**config.mk**
```make
export PLATFORM = sky130hd
export DESIGN_NAME = gppm_top
export DESIGN_NICKNAME = d
export VERILOG_FILES = /design/src/gppm_pkg.sv /design/src/gppm_top.sv
export SDC_FILE = /design/constraint.sdc
export NUM_CORES = 1
export LEC_CHECK = 0
export BUFFER_PORTS_ARGS = -buffer_cell sky130_fd_sc_hd__buf_2
export CAP_MARGIN = 10
export CORE_MARGIN = 5
export CORE_UTILIZATION = 45
export CTS_BUF_LIST = sky130_fd_sc_hd__clkbuf_2
export DETAILED_ROUTE_END_ITERATION = 6
export GPL_ROUTABILITY_DRIVEN = 0
export PLACE_DENSITY = 0.68
export SYNTH_ARGS = -nofsm -noshare
export SYNTH_HDL_FRONTEND = slang
export SYNTH_SLANG_ARGS = --single-unit
```
**constraint.sdc**
```tcl
create_clock -name clk -period 2.8 [get_ports clk]
set_input_delay 0.56 -clock clk [delete_from_list [all_inputs] [get_ports clk]]
set_output_delay 0.56 -clock clk [all_outputs]
set_load 0.02 [all_outputs]
```
**src/gppm_pkg.sv**
```systemverilog
// Constants for the general port pin multiplexer
package gppm_pkg;
  localparam int unsigned PORT_WIDTH = 16;
  localparam logic [7:0] ADDR_FUNC    = 8'h00;
  localparam logic [7:0] ADDR_DIR     = 8'h04;
  localparam logic [7:0] ADDR_OUT     = 8'h08;
  localparam logic [7:0] ADDR_IN      = 8'h0c;
  localparam logic [7:0] ADDR_IRQ_EN  = 8'h10;
  localparam logic [7:0] ADDR_IRQ_POL = 8'h14;
  localparam logic [7:0] ADDR_STATUS  = 8'h18;
  localparam logic [7:0] ADDR_MASK    = 8'h1c;
  localparam logic [7:0] ADDR_GP0_INT = 8'h20;
  // Function select fields in the function register
  localparam int unsigned FUNC_GP0_LSB = 0;
  localparam int unsigned FUNC_PIN1    = 2;
  localparam int unsigned FUNC_PIN2    = 3;
  localparam int unsigned FUNC_PIN8    = 4;
  localparam int unsigned FUNC_HIGH    = 5;
  localparam logic [1:0] GP0_INPUT   = 2'h0;
  localparam logic [1:0] GP0_OUTPUT  = 2'h1;
  localparam logic [1:0] GP0_IRQ_OUT = 2'h2;
  localparam logic [5:0] FUNC_RESET  = 6'h00;
  localparam int unsigned EXT_LSB = 4;
  localparam int unsigned EXT_NUM = 4;
  localparam int unsigned DIV_SIX  = 6;
  localparam int unsigned DIV_FOUR = 4;
endpackage : gppm_pkg

```
**src/gppm_top.sv**
```systemverilog
// Pin function multiplexer for the sixteen-bit general port
// Function
// - Pins 15 to 9 have no function after reset until software enables them.
// - Pin 0 defaults to GPIO input; software may make it GPIO output.
// - Pin 0 may instead drive the general-purpose interrupt signal outward.
// - Pin 8 defaults to the DAC bit output; selectable as GPIO 8.
// - Pin 2 defaults to clock divided by six; selectable as GPIO 2.
// - Pin 1 defaults to clock divided by four; selectable as GPIO 1.
// - Pins 7 to 4 come out of reset as GPIO inputs.
// - Enabled pins 7 to 4 are edge interrupts; polarity bits pick the edge.
//
// Register access over Wishbone and the register addresses were chosen for this implementation.
module gppm_top
  import gppm_pkg::*;
(
  input  wire logic                      clk,
  input  wire logic                      rst_b,
  input  wire logic [7:0]                wb_adr_i,
  input  wire logic [31:0]               wb_dat_i,
  output logic      [31:0]               wb_dat_o,
  input  wire logic                      wb_we_i,
  input  wire logic [3:0]                wb_sel_i,
  input  wire logic                      wb_stb_i,
  input  wire logic                      wb_cyc_i,
  output logic                           wb_ack_o,
  input  wire logic                      single_bit_dac_output,
  input  wire logic [gppm_pkg::PORT_WIDTH-1:0] pin_in,
  output logic      [gppm_pkg::PORT_WIDTH-1:0] pin_out,
  output logic      [gppm_pkg::PORT_WIDTH-1:0] pin_oe,
  output logic                           irq
);
  import gppm_pkg::*;

  ////////////////////////////////////////////////////////////////////////////
  logic [5:0]            func;
  logic [15:0]           dir;
  logic [15:0]           dout;
  logic [3:0]            irq_en;
  logic [3:0]            irq_pol;
  logic [3:0]            status;
  logic [3:0]            mask;
  logic                  gp_int;
  logic [15:0]           sync_a;
  logic [15:0]           sync_b;
  logic [15:0]           sync_c;
  logic [2:0]            cnt_six;
  logic [1:0]            cnt_four;
  logic                  clk_six;
  logic                  clk_four;
  logic [5:0]            next_func;
  logic [15:0]           next_dir;
  logic [15:0]           next_dout;
  logic [3:0]            next_irq_en;
  logic [3:0]            next_irq_pol;
  logic [3:0]            next_status;
  logic [3:0]            next_mask;
  logic                  next_gp_int;
  logic [31:0]           next_dat;
  logic                  next_ack;
  logic [2:0]            next_cnt_six;
  logic [1:0]            next_cnt_four;
  logic                  next_clk_six;
  logic                  next_clk_four;
  logic [15:0]           next_out;
  logic [15:0]           next_oe;
  logic                  next_irq;
  logic                  wr;
  logic [3:0]            edge_hit;
  logic [31:0]           wr_word;

  function automatic logic [31:0] lane_merge(input logic [31:0] old_v,
                                             input logic [31:0] new_v,
                                             input logic [3:0]  sel);
    logic [31:0] r;
    r = old_v;
    for (int i = 0; i < 4; i++) begin
      if (sel[i]) begin
        r[i*8 +: 8] = new_v[i*8 +: 8];
      end
    end
    return r;
  endfunction : lane_merge

  ////////////////////////////////////////////////////////////////////////////
  // Clock dividers: square waves at one sixth and one quarter of clk
  always_comb begin
    next_cnt_six  = (cnt_six == 3'(DIV_SIX - 1)) ? 3'h0 : cnt_six + 3'h1;
    next_clk_six  = (cnt_six < 3'(DIV_SIX / 2 - 1)) || (cnt_six == 3'(DIV_SIX - 1));
    next_cnt_four = cnt_four + 2'h1;
    next_clk_four = (cnt_four < 2'(DIV_FOUR / 2 - 1)) || (cnt_four == 2'(DIV_FOUR - 1));
  end

  ////////////////////////////////////////////////////////////////////////////
  // Edge detect on the synchronised external interrupt pins
  always_comb begin
    for (int i = 0; i < EXT_NUM; i++) begin
      // Polarity one picks the falling edge, zero the rising edge
      edge_hit[i] = irq_en[i] && (irq_pol[i]
                    ? (sync_c[EXT_LSB+i] && !sync_b[EXT_LSB+i])
                    : (!sync_c[EXT_LSB+i] && sync_b[EXT_LSB+i]));
    end
  end

  ////////////////////////////////////////////////////////////////////////////
  // Register file and bus answer
  always_comb begin
    // A write lands at the edge where the master samples ack high
    wr           = wb_cyc_i && wb_stb_i && wb_we_i && wb_ack_o;
    next_func    = func;
    next_dir     = dir;
    next_dout    = dout;
    next_irq_en  = irq_en;
    next_irq_pol = irq_pol;
    next_mask    = mask;
    next_gp_int  = gp_int;
    next_status  = status;
    // Read mux doubles as the old word for byte-lane merging on writes
    case (wb_adr_i)
      ADDR_FUNC:    next_dat = 32'(func);
      ADDR_DIR:     next_dat = 32'(dir);
      ADDR_OUT:     next_dat = 32'(dout);
      ADDR_IN:      next_dat = 32'(sync_b);
      ADDR_IRQ_EN:  next_dat = 32'(irq_en);
      ADDR_IRQ_POL: next_dat = 32'(irq_pol);
      ADDR_STATUS:  next_dat = 32'(status);
      ADDR_MASK:    next_dat = 32'(mask);
      ADDR_GP0_INT: next_dat = 32'(gp_int);
      default:      next_dat = 32'h0;
    endcase
    wr_word = lane_merge(next_dat, wb_dat_i, wb_sel_i);
    if (wr) begin
      case (wb_adr_i)
        ADDR_FUNC:    next_func    = wr_word[5:0];
        ADDR_DIR:     next_dir     = wr_word[15:0];
        ADDR_OUT:     next_dout    = wr_word[15:0];
        ADDR_IRQ_EN:  next_irq_en  = wr_word[3:0];
        ADDR_IRQ_POL: next_irq_pol = wr_word[3:0];
        ADDR_MASK:    next_mask    = wr_word[3:0];
        ADDR_GP0_INT: next_gp_int  = wr_word[0];
        ADDR_STATUS:  next_status  = status & ~(wb_sel_i[0] ? wb_dat_i[3:0] : 4'h0);
        default:      next_func    = func;
      endcase
    end
    // A new edge wins over a clear in the same cycle
    next_status = next_status | edge_hit;
    next_ack    = wb_cyc_i && wb_stb_i && !wb_ack_o;
    next_irq = |(next_status & next_mask);
  end

  ////////////////////////////////////////////////////////////////////////////
  // Pin function multiplexing
  always_comb begin
    next_out = dout;
    next_oe  = 16'h0000;
    // Pins 15 to 9 stay floating until their enable bit is set
    for (int i = 9; i < 16; i++) begin
      next_oe[i] = func[FUNC_HIGH] && dir[i];
    end
    // Pins 7 to 3 are direction-controlled; reset direction is input
    next_oe[3] = dir[3];
    for (int i = 0; i < EXT_NUM; i++) begin
      // A pin claimed as an interrupt input is never driven
      next_oe[EXT_LSB+i] = dir[EXT_LSB+i] && !irq_en[i];
    end
    case (func[FUNC_GP0_LSB +: 2])
      GP0_OUTPUT:  begin
        next_oe[0] = 1'b1;
      end
      GP0_IRQ_OUT: begin
        next_oe[0]  = 1'b1;
        next_out[0] = gp_int;
      end
      default:     begin
        next_oe[0] = 1'b0;
      end
    endcase
    if (func[FUNC_PIN1]) begin
      next_oe[1] = dir[1];
    end else begin
      next_oe[1]  = 1'b1;
      next_out[1] = clk_four;
    end
    if (func[FUNC_PIN2]) begin
      next_oe[2] = dir[2];
    end else begin
      next_oe[2]  = 1'b1;
      next_out[2] = clk_six;
    end
    if (func[FUNC_PIN8]) begin
      next_oe[8] = dir[8];
    end else begin
      next_oe[8]  = 1'b1;
      next_out[8] = single_bit_dac_output;
    end
  end

  ////////////////////////////////////////////////////////////////////////////
  always_ff @(posedge clk or negedge rst_b) begin
    if (!rst_b) begin
      func     <= FUNC_RESET;
      dir      <= 16'h0000;
      dout     <= 16'h0000;
      irq_en   <= 4'h0;
      irq_pol  <= 4'h0;
      status   <= 4'h0;
      mask     <= 4'h0;
      gp_int   <= 1'b0;
      sync_a   <= 16'h0000;
      sync_b   <= 16'h0000;
      sync_c   <= 16'h0000;
      cnt_six  <= 3'h0;
      cnt_four <= 2'h0;
      // Start high so the first half period after reset is full length
      clk_six  <= 1'b1;
      clk_four <= 1'b1;
      wb_dat_o <= 32'h0;
      wb_ack_o <= 1'b0;
      pin_out  <= 16'h0000;
      pin_oe   <= 16'h0000;
      irq      <= 1'b0;
    end else begin
      func     <= next_func;
      dir      <= next_dir;
      dout     <= next_dout;
      irq_en   <= next_irq_en;
      irq_pol  <= next_irq_pol;
      status   <= next_status;
      mask     <= next_mask;
      gp_int   <= next_gp_int;
      sync_a   <= pin_in;
      sync_b   <= sync_a;
      sync_c   <= sync_b;
      cnt_six  <= next_cnt_six;
      cnt_four <= next_cnt_four;
      clk_six  <= next_clk_six;
      clk_four <= next_clk_four;
      wb_dat_o <= next_dat;
      wb_ack_o <= next_ack;
      pin_out  <= next_out;
      pin_oe   <= next_oe;
      irq      <= next_irq;
    end
  end
endmodule : gppm_top

```
==> out/qor.csv, run 1 <==
metric;value;unit
status;completed;
1st-iter DRT viols;171;
register area share after synthesis;63.58;%
FFs w/ async S/R, synth;100.0;%
share of cells above drive strength 1;35.37;%
peak supply drop;0.2079;mV
Reg clk slew, reported paths;200;ps
setup tns final;0;ps
synth cell count leaders;dfrtp_1, mux2_2, nand2_1;
Power Dens Cells;514.9;nW/um2
CP max FO;4;
vias in the first global route;4045;
GRT Total Usage;18.21;%
RSZ-0062 raised after global routing;false;
top-count cell post-synth;dfrtp_1;
DRC;0;
final setup fails;0;
top post-synthesis cells by area;dfrtp_1, mux2_2, mux2i_1;
row count;41;
Post-synth EDFFs;0;
final wirelength;13130;um
Die Y;123.8;um
Max Cap Viol;0;
largest net degree at the start of global routing;63;
htree depth;4;
leak pwr;0.003588;uW
Worst Hold Slack;209.3;ps
Worst Setup SP;wb_stb_i;
wire length per cell;16.88;um
Worst Hold Class;primary input to register;
Most used DFF post-synth;dfrtp_1;
pre-CTS WS;63.00;ps
Layout Nets;659;
DRT antenna net count;0;
Initial Utilization;46.01;%
WP data required;3380;ps
CTS tree;done;
Clock Skews;20.84;ps
Tcrit/Tclk final;77.16;%
Hold Vio Cnt, Final;0;
Synth area leader;dfrtp_1;
setup ws final;639.4;ps
hold_sp;wb_dat_i[14];
top cell type's share of synthesized area;62.67;%
post-synthesis cell area;5829;um2
core area;12670;um2
Skew-Pair Late Insertion Delay;700;ps
relative slew slack;62.98;%
first-pass GRT wire length;20890;um
Peak Freq;462.8;MHz
Max Root-Sink Buffers;2;
CTS Buf Count;17;
Mean Syn Cell Area;12.98;um2
worst setup path class;primary input to register;
clock sinks;148;
reg2reg start;irq_pol[3];
#FFs+latches synth;148;
Port Buf Inserts;97;
flop2flop setup slack;710;ps
hpwl dp;9304;um
clock period minus worst slack;2161;ps
DR pass1 iterations;5;
Final Max Tran Viols;0;
Via-to-Cell Ratio;5.037;
Post-Syn Instances;449;
crit end category;register;
Die Wd;123.8;um
Top-Level Pins;132;
Area growth, synth to finish;21.31;%
initial antenna violation count;1;
Cell variety after synth;52;
Slew @ Worst Pin;555.2;ps
Critical Path Source Type;primary input;
total chip power;3641;uW
gr ovfl total;0;
Root Driver;clkbuf_2;
die area;15330;um2
Setup Fix Bufs, Post-CTS;0;
YS warnings;0;
vias;3919;
crit path DAT;2740;ps
==> stage by stage <==
stage	instance area, um2	instances	util, %
3_5_place_dp	6631	725	52.34
4_1_cts	7069	777	55.79
5_1_grt	7072	778	55.81
2_1_floorplan	5886	464	-
3_3_place_gp	6631	725	52.34
6_report	7072	778	55.81
==> flip-flops by register name (all words and copies together), names as in the netlist, 2 cells and up <==
name,flops
irq_pol,4
wb_dat_o,16
status,4
mask,4
dout,16
func,6
sync_b,16
sync_a,16
dir,16
cnt_four,2
pin_out,16
sync_c,4
pin_oe,16
cnt_six,3
irq_en,4
==> cells in the final DEF, fill, tap and decap left out, types with 6 or more instances in the layout <==
cell,Yosys,routed
buf_4,16,22
conb_1,1,16
inv_1,10,10
mux2_2,51,51
nand2_1,37,37
o21ai_0,7,7
nor2_1,35,35
dlygate4sd3_1,0,20
and2_1,8,8
o22ai_1,6,6
mux2i_1,24,24
clkbuf_2,0,20
nand2b_1,8,8
buf_2,7,96
o31ai_1,10,10
dfrtp_1,146,146
a21oi_1,14,14
==> cells by family after synthesis <==
group	count (synthesis)	share of synthesized area, %
AO/OA/AOI/OAI	56	6.761
other	1	0.06433
buffers and inverters	44	4.014
multiplexers	77	14.75
XOR/XNOR	1	0.1503
flip-flops	148	63.58
adder cells (fa/ha/maj)	1	0.2146
AND/OR/NAND/NOR	121	10.47
==> area by class of cell <==
| class | instances | area (um2) |
|---|---|---|
| Tap cell | 172 | 215.2 |
| Inverter | 11 | 41.29 |
| Fill cell | 1113 | 5599 |
| Antenna cell | 1 | 2.502 |
| Sequential cell | 148 | 3706 |
| Timing Repair Buffer | 142 | 917.1 |
| Clock buffer | 20 | 100.1 |
| Clock inverter | 12 | 137.6 |
| Multi-Input combinational cell | 272 | 1952 |
==> worst max-delay path, cell delays in order <==
cell and delay (ps):
dlygate4sd3_1 530, buf_2 120, nand4_1 220, o41ai_1 440, a21boi_0 330, o32ai_1 140
a311oi_2 290, o221ai_2 130
==> layer usage <==
layer | GRT usage (%) | wire length, um | vias up
met1 | 22.40 | 5460 | 1938
met4 | 8.166 | 365 | 0
li1 | - | - | 1831
met3 | 4.678 | 832 | 28
met5 | 0 | 0 | -
met2 | 30.28 | 6472 | 122
==> what timing repair did <==
action                    in CTS  in global routing
hold buffers                  20                  0
hold endpoints to repair      78                  0
resized for setup              0                  0
==> path summary, 6_finish.rpt <==
check / endpoint / depth (start not counted)
worst max-delay path: irq / 8
worst min-delay path: dout[14] / 4
worst max register to register: irq / 6
worst min register to register: sync_b[8] / 0
max in group asynchronous: clk_four / 3
min in group asynchronous: dout[10] / 2
==> report_power, final <==
group	total [uW]	internal [uW]	switching, uW
clock network	1210	495	710
registers	2180	2170	13.6
logic	252	98.5	153
total	3640	2760	877
No activity file was read; power rests on OpenSTA's default activity.
==> run 2, diff against run 1 <==
Settings changed: ABC_AREA set to 1, PLACE_DENSITY 0.68 to 0.71.
Clock period 2.8 ns to 1.73 ns, I/O delays scaled along.
==> out/qor.csv, run 2 <==
metric;value;unit;change
vias;4578;;+17%
Switching Fraction;23.95;%;-0.13 points
Post-synth EDFFs;0;;unchanged
wire length per cell;13.94;um;-17%
CTS tree;done;;
Root Driver;clkbuf_2;;
Via-to-Cell Ratio;4.774;;-5.2%
Port Buf Inserts;97;;unchanged
worst r2r path cells;6;;unchanged
setup tns final;0;ps;unchanged
crit path DAT;1250;ps;-1490 ps
top post-synthesis cells by area;dfrtp_1, nand2_1, inv_1;;
hpwl dp;9722;um;+4.5%
first-pass GRT wire length;22510;um;+7.8%
CTS Buf Count;17;;unchanged
Synth area leader;dfrtp_1;;
Worst Setup SP;wb_ack_o;;
Max Root-Sink Buffers;2;;unchanged
core area;12720;um2;+0.40%
gr ovfl total;0;;unchanged
Mean Syn Cell Area;9.820;um2;-24%
reg2reg start;wb_ack_o;;
clock share of power;32.6;%;-0.5 points
Hold Vio Cnt, Final;0;;unchanged
YS warnings;0;;unchanged
Initial Utilization;46.23;%;+0.23 points
GRT Total Usage;17.94;%;-0.26 points
DRT antenna net count;0;;unchanged
share of cells above drive strength 1;26.21;%;-9.2 points
Power Dens Cells;787.7;nW/um2;+53%
1st-iter DRT viols;353;;+110%
final setup fails;0;;unchanged
path length in cells of the critical path;1;;-7
#FFs+latches synth;148;;unchanged
Post-Syn Instances;599;;+33%
RSZ-0062 raised after global routing;true;;
commonest non-fill, non-tap cell in the layout;dfrtp_1;;
Skew-Pair Late Insertion Delay;670;ps;-30 ps
flop2flop setup slack;170;ps;-540 ps
CP bufs+invs;1;;-1
Reg clk slew, reported paths;190;ps;about the same
Setup Fix Bufs, Post-CTS;0;;unchanged
top cell type's share of synthesized area;62.11;%;-0.56 points
Critical Path Source Type;register;;
register area share after synthesis;63.01;%;-0.57 points
row count;41;;unchanged
Pint;4440;uW;+61%
vias in the first global route;4691;;+16%
die area;15460;um2;+0.83%
Die Y;124.3;um;+0.41%
CP max FO;3;;-1
post-synthesis cell area;5882;um2;+0.90%
most frequent cells in the layout;dfrtp_1, nand2_1, buf_2;;
DRC;0;;unchanged
fill cell count;1137;;+2.2%
synth cell count leaders;dfrtp_1, nand2_1, inv_1;;
Tcrit/Tclk final;92.31;%;
Die Wd;124.3;um;+0.41%
CP max-delay cell;dfrtp_1;;
largest net degree at the start of global routing;47;;-25%
FFs w/ async S/R, synth;100.0;%;unchanged
Peak Freq;626.2;MHz;
crit end category;output port;;
Area growth, synth to finish;26.02;%;
initial antenna violation count;1;;unchanged
top-count cell post-synth;dfrtp_1;;
sequential power share;60.6;%;+0.6 points
Final Max Tran Viols;0;;unchanged
Crit path max-delay family;flip-flops;;
Max Cap Viol;0;;unchanged
Most used DFF post-synth;dfrtp_1;;
htree depth;4;;unchanged
critical path, cell by cell;buf_4;;
Worst Hold Class;primary input to async pin;;
clock period minus worst slack;1597;ps;
WP data required;1380;ps;-2000 ps
Layout Nets;844;;+28%
final core occ;58.26;%;+2.4 points
crit-path max cell delay;430;ps;-100 ps
Logic pwr share;6.7;%;-0.2 points
status;completed;;
peak supply drop;0.4256;mV;+100%
Clock Skews;24.16;ps;+3.327 ps
leak pwr;0.004015;uW;+12%
crit path to;wb_ack_o;;
worst setup path class;register to output port;;
DR pass1 iterations;7;;+2
final wirelength;13370;um;+1.8%
Top-Level Pins;132;;unchanged
FF-to-FF End;irq;;
Cell variety after synth;33;;-37%
clock sinks;148;;unchanged
Psw;1399;uW;+59%
-- run 2: cell count changes in the layout (fill, tap and decap cells not counted), moves of 16 or more --
cell / previous run / this run
nand3_1: 4 / 42
o21ai_0: 7 / 26
mux2i_1: 24 / 4
nand2_1: 37 / 115
buf_4: 22 / 40
nor2_1: 35 / 51
mux2_2: 51 / 1
inv_1: 10 / 83
o21ai_1: 0 / 29
-- run 2: final cells by class --
type / count / area (um2) / share of cell area [%]
Timing Repair Buffer: 173 / 1234 / 16.64
Clock inverter: 11 / 138.9 / 1.874
Sequential cell: 148 / 3706 / 50.00
Inverter: 87 / 326.6 / 4.406
Tap cell: 172 / 215.2 / 2.903
Clock buffer: 17 / 85.08 / 1.148
Multi-Input combinational cell: 350 / 1704 / 22.99
Antenna cell: 1 / 2.502 / 0.03376
-- run 2: kinds of logic after synthesis --
| logic type | share of synthesized area [%] |
|---|---|
| AND/OR/NAND/NOR | 19.83 |
| flip-flops | 63.01 |
| buffers and inverters | 8.977 |
| AO/OA/AOI/OAI | 6.892 |
| multiplexers | 0.8722 |
| adder cells (fa/ha/maj) | 0.2127 |
| other | 0.06376 |
| XOR/XNOR | 0.1489 |
-- run 2: what timing repair did --
action	4_1_cts	5_1_grt
endpoints found under the setup margin	0	11
hold buffers	35	0
endpoints found under the hold margin	195	0
gates resized for setup	0	19
-- run 2: worst min path at each step --
stage          slack, ps          end        start
3_5_place_dp         290  pin_out[13]        rst_b
5_1_grt               10  pin_out[13]        rst_b
2_1_floorplan         50  cnt_four[0]        rst_b
4_1_cts               40      mask[2]  wb_dat_i[2]
3_3_place_gp         290     dout[13]        rst_b
6_report             120  pin_out[13]        rst_b
-- run 2: through the flow --
stage / power (uW) / instance area, um2 / instances / worst slack [ps] / hold slack, ps
after global routing: 6117 / 7412 / 959 / -14.20 / 14.95
after floorplan: 3771 / 5938 / 614 / 208.6 / 50.41
after global placement: 3930 / 6777 / 895 / -46.25 / 287.3
after CTS: 5913 / 7351 / 958 / 56.01 / 40.37
after detailed placement: 3939 / 6777 / 895 / -114.9 / 290.8
final: 5839 / 7412 / 959 / 133.0 / 116.8
-- run 2: power by group through the flow --
stage / combinational, uW / sequential, uW / clock [uW]
6_report: 394 / 3540 / 1900
3_3_place_gp: 329 / 3600 / 0
4_1_cts: 398 / 3540 / 1970
2_1_floorplan: 162 / 3610 / 0
3_5_place_dp: 335 / 3600 / 0
5_1_grt: 441 / 3550 / 2130
-- run 2: metal layers --
metal / global-route usage, % / wire [um]
met2: 29.58 / 6541
met3: 5.017 / 902
met1: 22.54 / 5569
met4: 6.834 / 354
met5: 0 / 0
==> run 3, diff against run 2 <==
Settings changed: PLACE_DENSITY 0.71 to 0.7.
==> out/qor.csv, run 3 (synthesis gave the netlist of run 2 again) <==
metric;value;unit;change
Peak Freq;618.7;MHz;-1.2%
FF-to-FF End;irq;;
Worst Setup SP;wb_ack_o;;
pre-CTS WS;-116.1;ps;-1.211 ps
clock sinks;148;;unchanged
CP max FO;3;;unchanged
Top-Level Pins;132;;unchanged
fin cells;962;;+0.31%
worst setup path class;register to output port;;
share of cells above drive strength 1;26.49;%;+0.28 points
DRC;0;;unchanged
dpl cell area;6814;um2;+0.55%
leak pwr;0.004047;uW;+0.81%
Crit path max-delay family;flip-flops;;
Worst Hold Class;primary input to async pin;;
CP bufs+invs;1;;unchanged
final setup fails;0;;unchanged
critical path, cell by cell;buf_2;;
hpwl dp;9601;um;-1.2%
final design area excluding fillers;7465;um2;+0.71%
GRT Total Usage;17.68;%;-0.27 points
row count;41;;unchanged
DR pass1 iterations;5;;-2
vias in the first global route;4615;;-1.6%
Via-to-Cell Ratio;4.699;;-1.6%
Hold Vio Cnt, Final;0;;unchanged
Max Root-Sink Buffers;2;;unchanged
Tcrit/Tclk final;93.43;%;+1.1 points
1st-iter DRT viols;248;;-30%
die area;15460;um2;unchanged
Layout Nets;844;;unchanged
Initial Utilization;46.23;%;unchanged
largest net degree at the start of global routing;64;;+36%
reg2reg start;wb_ack_o;;
Setup Fix Bufs, Post-CTS;0;;unchanged
CTS tree;done;;
DRT antenna net count;0;;unchanged
core area;12720;um2;unchanged
flop2flop setup slack;150;ps;-20 ps
crit path DAT;1270;ps;+20 ps
CP max-delay cell;dfrtp_1;;
initial antenna violation count;1;;unchanged
Port Buf Inserts;97;;unchanged
most frequent cells in the layout;dfrtp_1, nand2_1, buf_2;;
gr ovfl total;0;;unchanged
setup ws final;113.7;ps;-19.28 ps
Clock Skews;25.15;ps;+0.9902 ps
crit end category;output port;;
WP data required;1380;ps;about the same
Area growth, synth to finish;26.91;%;
total chip power;6221;uW;+6.5%
CTS Buf Count;17;;unchanged
crit-path max cell delay;440;ps;about the same
placed insts;895;;unchanged
htree depth;4;;unchanged
wire length per cell;13.73;um;-1.5%
commonest non-fill, non-tap cell in the layout;dfrtp_1;;
first-pass GRT wire length;22220;um;-1.3%
Die Y;124.3;um;unchanged
Max Cap Viol;0;;unchanged
Final Max Tran Viols;0;;unchanged
crit path to;wb_ack_o;;
Power Dens Cells;833.3;nW/um2;+5.8%
Root Driver;clkbuf_2;;
Critical Path Source Type;register;;
Reg clk slew, reported paths;210;ps;+20 ps
Die Wd;124.3;um;unchanged
Skew-Pair Late Insertion Delay;670;ps;about the same
path length in cells of the critical path;1;;unchanged
status;completed;;
peak supply drop;0.4328;mV;+1.7%
worst r2r path cells;6;;unchanged
RSZ-0062 raised after global routing;false;;
clock period minus worst slack;1616;ps;+19.28 ps
vias;4520;;-1.3%
final wirelength;13210;um;-1.2%
==> run 3: timing repair <==
item | in CTS | in global routing
hold buffers | 35 | 0
gates resized for setup | 0 | 0
hold endpoints to repair | 193 | 0
==> run 3: layer usage <==
metal  global-route usage (%)  wire length (um)
met4                    5.996               219
met1                    22.42              5761
met5                        0                 0
met2                    29.45              6354
met3                    4.674               872
==> run 3: report_power, final <==
part	internal (uW)	leakage [uW]	total (uW)	switching, uW
Sequential	3520	0.00180	3540	21.6
Combinational	155	0.00208	392	238
Clock	1090	0.000164	2290	1190
==> run 3: worst min path at each step <==
stage,start,endpoint,slack [ps],depth (start not counted)
final,rst_b,wb_dat_o[13],80,2
after detailed placement,rst_b,wb_dat_o[13],250,1
after global routing,rst_b,wb_dat_o[13],40,2
after CTS,rst_b,wb_dat_o[13],20,2
after floorplan,rst_b,cnt_four[0],50,0
after global placement,rst_b,wb_dat_o[13],250,1
==> run 3: cell type report <==
| class | instances | area (um2) |
|---|---|---|
| clock inverter | 13 | 207.7 |
| tap | 172 | 215.2 |
| fill | 1102 | 5258 |
| sequential | 148 | 3706 |
| multi-input combinational | 350 | 1704 |
| antenna | 1 | 2.502 |
| timing repair buffer | 173 | 1212 |
| clock buffer | 18 | 90.09 |
| inverter | 87 | 326.6 |
==> run 3: stage by stage <==
| step | setup TNS [ps] | util [%] | hold WS, ps |
|---|---|---|---|
| floorplan | 0 | - | 50.41 |
| global route | 0 | 58.67 | 40.83 |
| global placement | -486.2 | 53.56 | 247.3 |
| finish | 0 | 58.67 | 83.28 |
| CTS | 0 | 58.65 | 24.60 |
| detailed placement | -1157 | 53.56 | 252.8 |
